**src/two_wire_params.svh**
```systemverilog
`ifndef TWO_WIRE_PARAMS_SVH
`define TWO_WIRE_PARAMS_SVH

// register byte offsets on the axi4-lite bus
`define OFS_SERIAL_CONTROL 8'h00
`define OFS_SERIAL_STATUS 8'h04
`define OFS_SERIAL_DATA 8'h08
`define OFS_OWN_ADDRESS 8'h0c

// serial_control field positions
`define CTL_IRQ_FLAG 7
`define CTL_ACK_ENABLE 6
`define CTL_START_REQUEST 5
`define CTL_STOP_REQUEST 4
`define CTL_WRITE_COLLISION 3
`define CTL_SERIAL_ENABLE 2
`define CTL_IRQ_ENABLE 0

// reset values
`define RST_OWN_ADDRESS 8'h00
`define RST_SERIAL_DATA 8'hff
`define RST_PRESCALER 2'h0

// status codes, prescaler bits zero
`define ST_OWN_WRITE_ACK 8'h60
`define ST_ARB_OWN_WRITE_ACK 8'h68
`define ST_GEN_CALL_ACK 8'h70
`define ST_ARB_GEN_CALL_ACK 8'h78
`define ST_OWN_DATA_ACK 8'h80
`define ST_OWN_DATA_NACK 8'h88
`define ST_GEN_DATA_ACK 8'h90
`define ST_GEN_DATA_NACK 8'h98
`define ST_NO_INFO 8'hf8

// axi response codes
`define RESP_OKAY 2'h0
`define RESP_SLVERR 2'h2

// bit counter terminal value within a byte
`define LAST_BIT 3'h7

`endif

```
**src/two_wire_pkg.sv**
```systemverilog
package two_wire_pkg;

   // slave receiver bus sequencer
   typedef enum logic [2:0] {
      st_idle,
      st_addr,
      st_addr_dec,
      st_addr_ack,
      st_data,
      st_data_dec,
      st_data_ack,
      st_hold
   } rx_state_t;

   // register select from the bus address
   typedef enum logic [2:0] {
      sel_control,
      sel_status,
      sel_data,
      sel_address,
      sel_none
   } reg_sel_t;

endpackage

```
**src/line_sync.sv**
```systemverilog
`timescale 1ns/1ps
`default_nettype none

// two-flop synchroniser for the scl and sda pins, idle high
module line_sync (
   input wire logic clk_sys,
   input wire logic reset,
   input wire logic [1:0] line_in,
   output logic [1:0] line_out
);

   logic [1:0] meta_reg;

   // first stage feeds only the second
   always_ff @(posedge clk_sys) begin
      if (reset) begin
         meta_reg <= 2'h3;
         line_out <= 2'h3;
      end else begin
         meta_reg <= line_in;
         line_out <= meta_reg;
      end
   end

endmodule

`default_nettype wire

```
**src/two_wire_slave_receiver.sv**
```systemverilog
`timescale 1ns/1ps
`default_nettype none
`include "two_wire_params.svh"

module two_wire_slave_receiver
   import two_wire_pkg::*;
(
   input wire logic clk_sys,
   input wire logic reset,
   input wire logic [7:0] s_axi_awaddr,
   input wire logic s_axi_awvalid,
   output logic s_axi_awready,
   input wire logic [31:0] s_axi_wdata,
   input wire logic [3:0] s_axi_wstrb,
   input wire logic s_axi_wvalid,
   output logic s_axi_wready,
   output logic [1:0] s_axi_bresp,
   output logic s_axi_bvalid,
   input wire logic s_axi_bready,
   input wire logic [7:0] s_axi_araddr,
   input wire logic s_axi_arvalid,
   output logic s_axi_arready,
   output logic [31:0] s_axi_rdata,
   output logic [1:0] s_axi_rresp,
   output logic s_axi_rvalid,
   input wire logic s_axi_rready,
   input wire logic scl_i,
   output logic scl_o,
   output logic scl_oe,
   input wire logic sda_i,
   output logic sda_o,
   output logic sda_oe,
   input wire logic sleep_active,
   input wire logic arb_lost,
   output logic wake_request
);

   // register address decode, shared by read and write paths
   function automatic reg_sel_t decode(input logic [7:0] addr);
      reg_sel_t sel;
      sel = sel_none;
      unique case (addr)
         `OFS_SERIAL_CONTROL: sel = sel_control;
         `OFS_SERIAL_STATUS: sel = sel_status;
         `OFS_SERIAL_DATA: sel = sel_data;
         `OFS_OWN_ADDRESS: sel = sel_address;
         default: sel = sel_none;
      endcase
      return sel;
   endfunction

   logic aw_full_reg;
   logic w_full_reg;
   logic [7:0] aw_addr_reg;
   logic [31:0] w_data_reg;
   logic [3:0] w_strb_reg;
   logic aw_full_next;
   logic w_full_next;
   logic rvalid_next;
   logic wr_fire;
   logic rd_fire;
   reg_sel_t wr_sel;
   logic lane0;

   logic irq_flag_reg;
   logic ack_enable_reg;
   logic start_request_reg;
   logic stop_request_reg;
   logic write_collision_reg;
   logic serial_enable_reg;
   logic irq_enable_reg;
   logic [7:0] status_reg;
   logic [1:0] prescaler_reg;
   logic [7:0] data_reg;
   logic [7:0] own_address_reg;

   logic [1:0] line_sync_out;
   logic scl_s;
   logic sda_s;
   logic scl_d_reg;
   logic sda_d_reg;
   logic scl_rise;
   logic scl_fall;
   logic start_det;
   logic stop_det;

   rx_state_t state_reg;
   logic [2:0] bit_cnt_reg;
   logic [7:0] shift_reg;
   logic gen_call_reg;
   logic ack_hold_reg;
   logic leave_reg;
   logic arb_pend_reg;
   logic sw_clear;
   logic addr_match;
   logic irq_set;
   logic [7:0] irq_code;

   // axi write channel handshakes; address and data taken in either order
   assign wr_fire = aw_full_reg & w_full_reg & ~s_axi_bvalid;
   assign aw_full_next = (aw_full_reg | (s_axi_awvalid & s_axi_awready)) & ~wr_fire;
   assign w_full_next = (w_full_reg | (s_axi_wvalid & s_axi_wready)) & ~wr_fire;
   assign wr_sel = decode(aw_addr_reg);
   assign lane0 = wr_fire & w_strb_reg[0];

   always_ff @(posedge clk_sys) begin
      if (reset) begin
         aw_full_reg <= 1'b0;
         w_full_reg <= 1'b0;
         aw_addr_reg <= 8'h00;
         w_data_reg <= 32'h0000_0000;
         w_strb_reg <= 4'h0;
         s_axi_awready <= 1'b0;
         s_axi_wready <= 1'b0;
      end else begin
         if (s_axi_awvalid & s_axi_awready) begin
            aw_addr_reg <= s_axi_awaddr;
         end
         if (s_axi_wvalid & s_axi_wready) begin
            w_data_reg <= s_axi_wdata;
            w_strb_reg <= s_axi_wstrb;
         end
         aw_full_reg <= aw_full_next;
         w_full_reg <= w_full_next;
         s_axi_awready <= ~aw_full_next;
         s_axi_wready <= ~w_full_next;
      end
   end

   // write response, unmapped offsets answer slverr
   always_ff @(posedge clk_sys) begin
      if (reset) begin
         s_axi_bvalid <= 1'b0;
         s_axi_bresp <= `RESP_OKAY;
      end else if (wr_fire) begin
         s_axi_bvalid <= 1'b1;
         s_axi_bresp <= (wr_sel == sel_none) ? `RESP_SLVERR : `RESP_OKAY;
      end else if (s_axi_bready) begin
         s_axi_bvalid <= 1'b0;
      end
   end

   // read channel: one outstanding read, data one cycle after address
   assign rd_fire = s_axi_arvalid & s_axi_arready;
   assign rvalid_next = (s_axi_rvalid & ~s_axi_rready) | rd_fire;

   always_ff @(posedge clk_sys) begin
      if (reset) begin
         s_axi_arready <= 1'b0;
         s_axi_rvalid <= 1'b0;
         s_axi_rdata <= 32'h0000_0000;
         s_axi_rresp <= `RESP_OKAY;
      end else begin
         s_axi_arready <= ~rvalid_next;
         s_axi_rvalid <= rvalid_next;
         if (rd_fire) begin
            s_axi_rresp <= `RESP_OKAY;
            unique case (decode(s_axi_araddr))
               sel_control: s_axi_rdata <= {24'h000000, irq_flag_reg, ack_enable_reg,
                  start_request_reg, stop_request_reg, write_collision_reg,
                  serial_enable_reg, 1'b0, irq_enable_reg};
               sel_status: s_axi_rdata <= {24'h000000, status_reg[7:3], 1'b0, prescaler_reg};
               sel_data: s_axi_rdata <= {24'h000000, data_reg};
               sel_address: s_axi_rdata <= {24'h000000, own_address_reg};
               sel_none: begin
                  s_axi_rdata <= 32'h0000_0000;
                  s_axi_rresp <= `RESP_SLVERR;
               end
            endcase
         end
      end
   end

   // writing one to the flag bit clears it
   assign sw_clear = lane0 & (wr_sel == sel_control) & w_data_reg[`CTL_IRQ_FLAG];

   // control bits written by software
   always_ff @(posedge clk_sys) begin
      if (reset) begin
         ack_enable_reg <= 1'b0;
         start_request_reg <= 1'b0;
         stop_request_reg <= 1'b0;
         serial_enable_reg <= 1'b0;
         irq_enable_reg <= 1'b0;
         prescaler_reg <= `RST_PRESCALER;
         own_address_reg <= `RST_OWN_ADDRESS;
      end else if (lane0) begin
         if (wr_sel == sel_control) begin
            ack_enable_reg <= w_data_reg[`CTL_ACK_ENABLE];
            start_request_reg <= w_data_reg[`CTL_START_REQUEST];
            stop_request_reg <= w_data_reg[`CTL_STOP_REQUEST];
            serial_enable_reg <= w_data_reg[`CTL_SERIAL_ENABLE];
            irq_enable_reg <= w_data_reg[`CTL_IRQ_ENABLE];
         end
         if (wr_sel == sel_status) begin
            prescaler_reg <= w_data_reg[1:0];
         end
         if (wr_sel == sel_address) begin
            own_address_reg <= w_data_reg[7:0];
         end
      end
   end

   // interrupt flag; a hardware set beats a software clear
   always_ff @(posedge clk_sys) begin
      if (reset) begin
         irq_flag_reg <= 1'b0;
      end else if (irq_set) begin
         irq_flag_reg <= 1'b1;
      end else if (sw_clear) begin
         irq_flag_reg <= 1'b0;
      end
   end

   // status code follows each flag event, no-info once released
   always_ff @(posedge clk_sys) begin
      if (reset) begin
         status_reg <= `ST_NO_INFO;
      end else if (irq_set) begin
         status_reg <= irq_code;
      end else if (sw_clear) begin
         status_reg <= `ST_NO_INFO;
      end
   end

   // data register; collision when written while the flag is low
   // only data bytes land here, so an address match in sleep leaves it stale
   always_ff @(posedge clk_sys) begin
      if (reset) begin
         data_reg <= `RST_SERIAL_DATA;
         write_collision_reg <= 1'b0;
      end else if (state_reg == st_data_dec && scl_fall && !start_det && !stop_det) begin
         data_reg <= shift_reg;
      end else if (lane0 && wr_sel == sel_data) begin
         if (irq_flag_reg) begin
            data_reg <= w_data_reg[7:0];
            write_collision_reg <= 1'b0;
         end else begin
            write_collision_reg <= 1'b1;
         end
      end
   end

   // pin sampling and edge detection
   line_sync u_line_sync (
      .clk_sys(clk_sys),
      .reset(reset),
      .line_in({scl_i, sda_i}),
      .line_out(line_sync_out)
   );

   assign scl_s = line_sync_out[1];
   assign sda_s = line_sync_out[0];

   always_ff @(posedge clk_sys) begin
      if (reset) begin
         scl_d_reg <= 1'b1;
         sda_d_reg <= 1'b1;
      end else begin
         scl_d_reg <= scl_s;
         sda_d_reg <= sda_s;
      end
   end

   assign scl_rise = scl_s & ~scl_d_reg;
   assign scl_fall = ~scl_s & scl_d_reg;
   assign start_det = scl_s & scl_d_reg & sda_d_reg & ~sda_s;
   assign stop_det = scl_s & scl_d_reg & ~sda_d_reg & sda_s;

   // own address with write bit, or general call when enabled
   assign addr_match = ~shift_reg[0] &
      ((shift_reg[7:1] == own_address_reg[7:1]) ||
       (shift_reg[7:1] == 7'h00 && own_address_reg[0]));

   // flag events at the falling edge closing each acknowledge bit
   assign irq_set = serial_enable_reg & scl_fall & ~start_det & ~stop_det &
      (state_reg == st_addr_ack || state_reg == st_data_ack);

   always_comb begin
      irq_code = `ST_NO_INFO;
      if (state_reg == st_addr_ack) begin
         if (gen_call_reg) begin
            irq_code = arb_pend_reg ? `ST_ARB_GEN_CALL_ACK : `ST_GEN_CALL_ACK;
         end else begin
            irq_code = arb_pend_reg ? `ST_ARB_OWN_WRITE_ACK : `ST_OWN_WRITE_ACK;
         end
      end else if (gen_call_reg) begin
         irq_code = ack_hold_reg ? `ST_GEN_DATA_ACK : `ST_GEN_DATA_NACK;
      end else begin
         irq_code = ack_hold_reg ? `ST_OWN_DATA_ACK : `ST_OWN_DATA_NACK;
      end
   end

   // arbitration loss from the master side is remembered until the next flag event or a stop
   always_ff @(posedge clk_sys) begin
      if (reset) begin
         arb_pend_reg <= 1'b0;
      end else if (arb_lost) begin
         arb_pend_reg <= 1'b1;
      end else if (irq_set || stop_det) begin
         arb_pend_reg <= 1'b0;
      end
   end

   // ack choice for data bytes follows the enable written with the clear
   always_ff @(posedge clk_sys) begin
      if (reset) begin
         ack_hold_reg <= 1'b0;
      end else if (sw_clear) begin
         ack_hold_reg <= w_data_reg[`CTL_ACK_ENABLE];
      end
   end

   // wake request from an address match taken while asleep
   always_ff @(posedge clk_sys) begin
      if (reset) begin
         wake_request <= 1'b0;
      end else if (irq_set && state_reg == st_addr_ack && sleep_active) begin
         wake_request <= 1'b1;
      end else if (sw_clear) begin
         wake_request <= 1'b0;
      end
   end

   // open-drain pins only ever pull low
   always_ff @(posedge clk_sys) begin
      if (reset) begin
         scl_o <= 1'b0;
         sda_o <= 1'b0;
      end else begin
         scl_o <= 1'b0;
         sda_o <= 1'b0;
      end
   end

   // receive sequencer; start or stop on the bus overrides any state
   always_ff @(posedge clk_sys) begin
      if (reset) begin
         state_reg <= st_idle;
         bit_cnt_reg <= 3'h0;
         shift_reg <= 8'h00;
         gen_call_reg <= 1'b0;
         leave_reg <= 1'b0;
         sda_oe <= 1'b0;
         scl_oe <= 1'b0;
      end else if (!serial_enable_reg) begin
         state_reg <= st_idle;
         sda_oe <= 1'b0;
         scl_oe <= 1'b0;
      end else if (start_det) begin
         state_reg <= st_addr;
         bit_cnt_reg <= 3'h0;
         sda_oe <= 1'b0;
      end else if (stop_det) begin
         state_reg <= st_idle;
         sda_oe <= 1'b0;
      end else begin
         unique case (state_reg)
            st_idle: begin
               bit_cnt_reg <= 3'h0;
            end
            st_addr, st_data: begin
               if (scl_rise) begin
                  shift_reg <= {shift_reg[6:0], sda_s};
                  bit_cnt_reg <= bit_cnt_reg + 3'h1;
                  if (bit_cnt_reg == `LAST_BIT) begin
                     state_reg <= (state_reg == st_addr) ? st_addr_dec : st_data_dec;
                  end
               end
            end
            st_addr_dec: begin
               // bus stays monitored; a refused address just waits out the frame
               if (scl_fall) begin
                  if (addr_match && ack_enable_reg) begin
                     sda_oe <= 1'b1;
                     gen_call_reg <= (shift_reg[7:1] == 7'h00);
                     state_reg <= st_addr_ack;
                  end else begin
                     state_reg <= st_idle;
                  end
               end
            end
            st_data_dec: begin
               if (scl_fall) begin
                  sda_oe <= ack_hold_reg;
                  leave_reg <= ~ack_hold_reg;
                  state_reg <= st_data_ack;
               end
            end
            st_addr_ack, st_data_ack: begin
               if (scl_fall) begin
                  sda_oe <= 1'b0;
                  scl_oe <= 1'b1;
                  if (state_reg == st_addr_ack) begin
                     leave_reg <= 1'b0;
                  end
                  state_reg <= st_hold;
               end
            end
            st_hold: begin
               // clock held low until software clears the flag
               if (!irq_flag_reg) begin
                  scl_oe <= 1'b0;
                  bit_cnt_reg <= 3'h0;
                  state_reg <= leave_reg ? st_idle : st_data;
               end
            end
         endcase
      end
   end

endmodule

`default_nettype wire

```
**config.mk**
```make
export PLATFORM = sky130hd
export DESIGN_NAME = two_wire_slave_receiver
export DESIGN_NICKNAME = d
export VERILOG_FILES = /design/src/two_wire_pkg.sv /design/src/line_sync.sv /design/src/two_wire_slave_receiver.sv
export VERILOG_INCLUDE_DIRS = /design/src
export SDC_FILE = /design/constraint.sdc
export NUM_CORES = 1
export LEC_CHECK = 0
export BUFFER_PORTS_ARGS = -buffer_cell sky130_fd_sc_hd__buf_2
export CORE_AREA = 4 4 102 104
export CTS_BUF_LIST = sky130_fd_sc_hd__clkbuf_16
export CTS_CLUSTER_SIZE = 12
export DETAILED_ROUTE_END_ITERATION = 8
export DIE_AREA = 0 0 106 108
export PLACE_DENSITY = 0.71
export SYNTH_ARGS = -nofsm -noshare
export SYNTH_HDL_FRONTEND = slang
export SYNTH_SLANG_ARGS = --single-unit
```
**constraint.sdc**
```tcl
create_clock -name clk_sys -period 2.05 [get_ports clk_sys]
set_input_delay 0.3075 -clock clk_sys [delete_from_list [all_inputs] [get_ports clk_sys]]
set_output_delay 0.3075 -clock clk_sys [all_outputs]
set_load 0.02 [all_outputs]
```
======== Word-level counts from Yosys, hierarchy flattened ========
Cells that the tools add are included.
storage, ports and cells
  register bits ........................... 120
  word-level logic and storage cells ...... 226
operators by class
  add/subtract/negate cells ............... 1
  equal/unequal tests ..................... 40
  muxes and demuxes ....................... 56
  bitwise operators ....................... 42
  reductions and logical operators ........ 48
operators with widths
  cell                                                              count
  32-bit case mux with 5 select lines                               1
  8-bit two-way mux                                                 6
  3-bit two-way mux                                                 14
  8-bit by 4-bit == test with 1-bit output (second input constant)  4
  4-bit != test (second input constant)                             6
  3-bit case mux with 4 select lines                                2
  1-bit AND                                                         23
  3-bit == test (second input constant)                             7
  7-bit AND reduction                                               3
  5-bit AND reduction                                               4
  1-bit two-way mux                                                 19
  3-bit by 2-bit == test with 1-bit output (second input constant)  6
  2-bit != test (second input constant)                             9
  8-bit by 3-bit == test with 1-bit output (second input constant)  2
  8-bit zero test                                                   2
  4-bit two-way mux                                                 4
  1-bit NOT                                                         16
  2-bit nonzero test                                                8
  3-bit case mux with 5 select lines                                1
  5-bit two-way mux                                                 2
  2-bit AND reduction                                               5
  3-bit by 1-bit == test with 1-bit output (second input constant)  3
  3-bit zero test                                                   3
  3-bit case mux with 3 select lines                                1
  18 further kinds                                                  36

======== Longest topological paths before layout ========
  depth in word-level cells ............... 10
  mapped depth ............................ 7

======== Modules after synthesis ========
A second synthesis with hierarchy kept.
second synthesis, totals
  cell total of the unflattened synthesis .. 480
  area total of the unflattened synthesis .. 4266.6 µm²
modules (own cells, without submodules)
  module                   times used  cells an instance  area each (µm²)  seq. area each (µm²)
  two_wire_slave_receiver  1           472                4161.5           1721.7
  line_sync                1           8                  105.1            80.1

======== Worst setup path after synthesis ========
No wires, ideal clock.
  path kind ............................... register to register
  start ................................... reg aw_addr_reg[1]
  end ..................................... reg ack_enable_reg
  setup time .............................. 128 ps
  arrival time ............................ 1773 ps
  data required time ...................... 1922 ps
  slack ................................... 149 ps
  cell stages (with the launch flop) ...... 7
  clock period less this slack ............ 1901 ps
  cells stage by stage .................... dfxtp_1 or4_4 nor4_1 and2_1 buf_4 mux2i_1 nor2_1
on the way
  cells in the longest elaborated chain, start to end .. 4
  elaborated cells on any way between the ends .. 7
  those cells by class .................... eq/ne: 3; mux: 1; reduce/logical: 3
RTL lines
  item                                                                    line                            text
  start, declared                                                         two_wire_slave_receiver.sv:54   logic [7:0] aw_addr_reg;
  start signal, assigned                                                  two_wire_slave_receiver.sv:117  aw_addr_reg <= s_axi_awaddr;
  8-bit by 4-bit == test with 1-bit output, or another cell as far along  two_wire_slave_receiver.sv:42   unique case (addr)
  3-bit case mux with 4 select lines (*)                                  two_wire_slave_receiver.sv:42
  3-bit zero test (*)                                                     two_wire_slave_receiver.sv:188  if (wr_sel == sel_control) begin
  2-bit AND reduction (no line) (*)                                       n/a
  end signal, assigned                                                    two_wire_slave_receiver.sv:189  ack_enable_reg <= w_data_reg[`CTL_ACK_ENABLE];
  end, declared                                                           two_wire_slave_receiver.sv:66   logic ack_enable_reg;
Mark *: on every way between the ends. The rest lies on a longest branch, timed or not.
A chain may end at the register's enable or synchronous reset.

======== Worst setup path in the final report ========
  start ................................... reg aw_addr_reg[1]
  end ..................................... reg irq_enable_reg
on the way
  cells in the longest elaborated chain, start to end .. 4
  elaborated cells on any way between the ends .. 7
  those cells by class .................... eq/ne: 3; mux: 1; reduce/logical: 3
RTL lines
  item                                                                    line                            text
  8-bit by 4-bit == test with 1-bit output, or another cell as far along  two_wire_slave_receiver.sv:42
  3-bit case mux with 4 select lines (*)                                  two_wire_slave_receiver.sv:42
  3-bit zero test (*)                                                     two_wire_slave_receiver.sv:188
  2-bit AND reduction (no line) (*)                                       n/a
  end signal, assigned                                                    two_wire_slave_receiver.sv:193  irq_enable_reg <= w_data_reg[`CTL_IRQ_ENABLE];
  end, declared                                                           two_wire_slave_receiver.sv:71   logic irq_enable_reg;
Marked as above.

==> flow_results.xml <==
<?xml version="1.0" encoding="UTF-8"?>
<metrics>
  <group name="timing">
    <metric name="hold_violations" unit="">0</metric>
    <metric name="max-slew-margin-rel" unit="%">58.37</metric>
    <metric name="tightest_slew" unit="ns">0.6221</metric>
    <metric name="setup_viol" unit="">0</metric>
    <metric name="tns" unit="ns">0</metric>
    <metric name="worst_clock_skew" unit="ns">0.008393</metric>
    <metric name="timing.final.max_slew_violations" unit="">0</metric>
    <metric name="timing.final.crit_period" unit="ns">1.995</metric>
    <metric name="fmax" unit="GHz">0.5012</metric>
    <metric name="period_share" unit="%">97.33</metric>
    <metric name="layout_setup_ws" unit="ns">0.05467</metric>
  </group>
  <group name="worst_setup_path">
    <metric name="ff2ff_path_depth" unit="">6</metric>
    <metric name="critPathMaxStageDelay" unit="ns">0.56</metric>
    <metric name="required_time_worst_endpoint" unit="ns">2.28</metric>
    <metric name="worst_r2r_startpoint" unit="">aw_addr_reg[1]$_SDFFE_PP0P_</metric>
    <metric name="regToRegSetupSlack" unit="ns">0.05</metric>
    <metric name="critPathKind" unit="">register to register</metric>
    <metric name="critPathCaptureType" unit="">register</metric>
    <metric name="timing.critical_path.cells" unit="">or4_4 -&gt; nor4_1 -&gt; and2_1 -&gt; buf_4 -&gt; mux2i_1 -&gt; nor2_1</metric>
    <metric name="crit-reg2reg-capture" unit="">irq_enable_reg$_SDFFE_PP0P_</metric>
    <metric name="worst_path_max_delay_cell" unit="">sky130_fd_sc_hd__or4_4</metric>
    <metric name="arrival" unit="ns">2.22</metric>
    <metric name="worst_path_fanout_max" unit="">4</metric>
    <metric name="worst_setup_path_start_kind" unit="">register</metric>
  </group>
  <group name="logic_synthesis">
    <metric name="ys_top_cells_by_area" unit="">sky130_fd_sc_hd__dfxtp_1 43%, sky130_fd_sc_hd__a21oi_1 6.1%, sky130_fd_sc_hd__mux2i_1 5.7%</metric>
    <metric name="ys_ff_latch" unit="">90</metric>
    <metric name="synthesized_area_fraction_occupied_by_ao_oa_aoi_and_oai_cells" unit="%">13.78</metric>
    <metric name="post-synth-top-count-cell" unit="">sky130_fd_sc_hd__dfxtp_1</metric>
    <metric name="netlist-cell-type-count" unit="">57</metric>
    <metric name="synthesized_area_fraction_occupied_by_adder_cells" unit="%">1.076</metric>
    <metric name="synth_edf_count" unit="">0</metric>
    <metric name="synth_top_cells_by_count" unit="">90 x sky130_fd_sc_hd__dfxtp_1, 63 x sky130_fd_sc_hd__nand2_1, 51 x sky130_fd_sc_hd__a21oi_1, 48 x sky130_fd_sc_hd__nor2_1, 29 x sky130_fd_sc_hd__buf_4</metric>
    <metric name="postSynthCellCount" unit="">484</metric>
    <metric name="sequential_cell_area_fraction_in_the_yosys_report" unit="%">43.04</metric>
    <metric name="synth_simple_gate_area_share" unit="%">21.64</metric>
    <metric name="synth.yosys.warnings" unit="">0</metric>
    <metric name="synth_async_sr_flop_share" unit="%">0</metric>
    <metric name="syn_avg_cell_area" unit="um^2">8.650</metric>
    <metric name="synthXorXnorAreaFrac" unit="%">2.092</metric>
    <metric name="synth_area" unit="um^2">4187</metric>
    <metric name="dominant_combinational_cell_family_by_area_after_synthesis" unit="">simple AND/OR/NAND/NOR gates</metric>
    <metric name="leading_register_cell_type_out_of_synthesis" unit="">sky130_fd_sc_hd__dfxtp_1</metric>
    <metric name="post_synth_top_area_cell" unit="">sky130_fd_sc_hd__dfxtp_1</metric>
    <metric name="synth_largest_type_area_fraction" unit="%">43.04</metric>
    <metric name="synth.mux.area_fraction" unit="%">9.773</metric>
  </group>
  <group name="clocking">
    <metric name="clock_latency_on_the_worst_skew_pair" unit="ns">0.35</metric>
    <metric name="clock_sink_count" unit="">90</metric>
    <metric name="cts-buffers-inserted" unit="">9</metric>
    <metric name="holdBufCountCts" unit="">0</metric>
    <metric name="ctsHtreeMaxLevel" unit="">3</metric>
    <metric name="clkTransAtPathRegs" unit="ns">0.07</metric>
    <metric name="ctsLongestPathBuffers" unit="">2</metric>
    <metric name="clock-root-buffer" unit="">sky130_fd_sc_hd__clkbuf_16</metric>
    <metric name="clock_tree_from_tritoncts" unit="">built</metric>
  </group>
  <group name="global_routing">
    <metric name="grt_start_max_net_pins" unit="">82</metric>
    <metric name="grt_first_pass_wirelength" unit="mm">16.23</metric>
    <metric name="grt_pass1_vias" unit="">3346</metric>
    <metric name="antenna_found_initial" unit="">0</metric>
    <metric name="grt_total_ovfl" unit="">0</metric>
    <metric name="groute.usage.overall" unit="%">17.54</metric>
  </group>
  <group name="finish">
    <metric name="final_nets" unit="">611</metric>
    <metric name="area_delta_synth_final" unit="%">17.51</metric>
    <metric name="antenna_cells_inserted" unit="">0</metric>
    <metric name="fillCellCount" unit="">897</metric>
    <metric name="layout.cell_area.non_filler" unit="um^2">4920</metric>
    <metric name="drive_gt1_share" unit="%">22.50</metric>
    <metric name="fin_util" unit="%">51.52</metric>
  </group>
  <group name="power">
    <metric name="power_switching_share" unit="%">25.18</metric>
    <metric name="power.switching" unit="W">0.0009619</metric>
    <metric name="worst_ir_drop_on_vdd" unit="mV">0.4472</metric>
    <metric name="share_comb_of_total_power" unit="%">6.8</metric>
    <metric name="power_leakage" unit="nW">2.081</metric>
    <metric name="power.density_cell_area" unit="nW/um^2">776.5</metric>
    <metric name="power.share.clock" unit="%">45.5</metric>
    <metric name="report.power.total" unit="W">0.003820</metric>
    <metric name="power_frac_seq" unit="%">47.6</metric>
    <metric name="cell_internal_pwr" unit="W">0.002858</metric>
  </group>
  <group name="die">
    <metric name="fp.dieW" unit="um">106</metric>
    <metric name="floorplan.io_pins" unit="">109</metric>
    <metric name="design.die.area" unit="um^2">11450</metric>
    <metric name="core_area" unit="um^2">9549</metric>
    <metric name="initial_standard_cell_utilization_of_the_core" unit="%">43.84</metric>
    <metric name="die_h" unit="um">108</metric>
    <metric name="rows" unit="">36</metric>
  </group>
  <group name="status">
    <metric name="status" unit="">completed</metric>
  </group>
  <group name="placement">
    <metric name="detailed_place.area" unit="um^2">4582</metric>
    <metric name="numPortBuffers" unit="">53</metric>
    <metric name="pre_cts_slack" unit="ns">0.06757</metric>
    <metric name="detailed_place_hpwl" unit="mm">7.240</metric>
    <metric name="placer_s_final_routability_congestion_estimate" unit="">0.9084</metric>
  </group>
  <group name="detailed_routing">
    <metric name="drc_errors" unit="">0</metric>
    <metric name="detail_route.wl_per_cell" unit="um">14.43</metric>
    <metric name="first_iter_violations" unit="">223</metric>
    <metric name="drt.antenna.violating_nets" unit="">0</metric>
    <metric name="via_density" unit="">5.219</metric>
    <metric name="vias" unit="">3570</metric>
    <metric name="finalWirelength" unit="mm">9.870</metric>
    <metric name="length_of_the_first_detailed_routing_pass_in_iterations" unit="">5</metric>
  </group>
  <group name="min_path">
    <metric name="timing.hold.worst_path_depth" unit="">2</metric>
    <metric name="hold_end" unit="">u_line_sync.meta_reg[1]$_SDFF_PP1_</metric>
    <metric name="holdCritPathClass" unit="">input pin to register</metric>
    <metric name="worst_hold_startpoint" unit="">scl_i</metric>
  </group>
  <group name="run">
    <metric name="maxCapViolCount" unit="">0</metric>
  </group>
</metrics>
[layout make-up]
type	instances	area, um^2	area share, %
multi-input combinational	360	2151	43.72
sequential	90	1803	36.65
timing repair buffer	76	450.4	9.156
clock buffer	9	225.2	4.578
tap	133	166.4	3.383
clock inverter	7	90.09	1.831
inverter	9	33.78	0.6867
[cell families after synthesis]
logic type | Yosys count
and+or+nand+nor | 188
AOI/OAI and AO/OA | 97
DFF | 90
buffers and inverters | 61
muxes | 33
xor gates and xnor gates | 10
adders and majority gates | 4
other | 1
[what timing repair did]
action,4_1_cts,5_1_grt
endpoints found under the setup margin,0,12
setup buffers,0,0
resized for setup,0,5
[cell usage in the layout, fill, tap and decap left out, drive strengths merged, types with 4 or more instances in the layout]
| cell | n |
|---|---|
| a21oi | 51 |
| mux4 | 6 |
| nor3 | 15 |
| nand2 | 63 |
| a31oi | 4 |
| or4 | 5 |
| or2 | 11 |
| clkbuf | 9 |
| nor2 | 48 |
| inv | 14 |
| o21ai | 13 |
| conb | 28 |
| dfxtp | 90 |
| mux2i | 24 |
| nand3 | 16 |
| xor2 | 8 |
| nor4 | 5 |
| nand2b | 5 |
| or3 | 4 |
| buf | 76 |
| a22oi | 8 |
[through the flow]
step,std cells,hold slack [ns]
global placement,668,0.3921
detailed placement,668,0.3970
finish,684,0.1389
global route,684,0.1451
floorplan,511,0.3895
CTS,684,0.1345
[per-layer routing]
| layer | vias up | track usage (%) | routed length [um] |
|---|---|---|---|
| li1 | 1761 | - | - |
| met1 | 1665 | 23.55 | 4317 |
| met2 | 129 | 28.69 | 4778 |
| met3 | 15 | 2.746 | 593 |
| met4 | 0 | 6.660 | 180 |
| met5 | - | 0 | 0 |
[worst max path at each step]
stage	from	to	slack, ns
floorplan	aw_addr_reg[1]$_SDFFE_PP0P_	ack_enable_reg$_SDFFE_PP0P_	0.15
global placement	aw_addr_reg[1]$_SDFFE_PP0P_	data_reg[2]$_SDFFE_PP1P_	0.08
detailed placement	aw_addr_reg[1]$_SDFFE_PP0P_	data_reg[7]$_SDFFE_PP1P_	0.07
CTS	aw_addr_reg[1]$_SDFFE_PP0P_	data_reg[7]$_SDFFE_PP1P_	0.04
global route	aw_addr_reg[1]$_SDFFE_PP0P_	irq_enable_reg$_SDFFE_PP0P_	-0.12
finish	aw_addr_reg[1]$_SDFFE_PP0P_	irq_enable_reg$_SDFFE_PP0P_	0.05
[power groups by stage]
stage          clock network [W]  logic (W)  registers (W)
2_1_floorplan                  0   0.000224        0.00186
3_3_place_gp                   0   0.000255        0.00186
3_5_place_dp                   0   0.000260        0.00186
4_1_cts                  0.00176   0.000260        0.00182
5_1_grt                  0.00184   0.000290        0.00182
6_report                 0.00174   0.000261        0.00182
[critical path, delay by kind of cell, from the launching register on]
kind | cells | cell delay, ns
flops | 1 | 0.31
buf+inv | 1 | 0.17
mux | 1 | 0.19
simple gates | 4 | 1.19
Note: power is estimated with default switching activity, not from simulation.
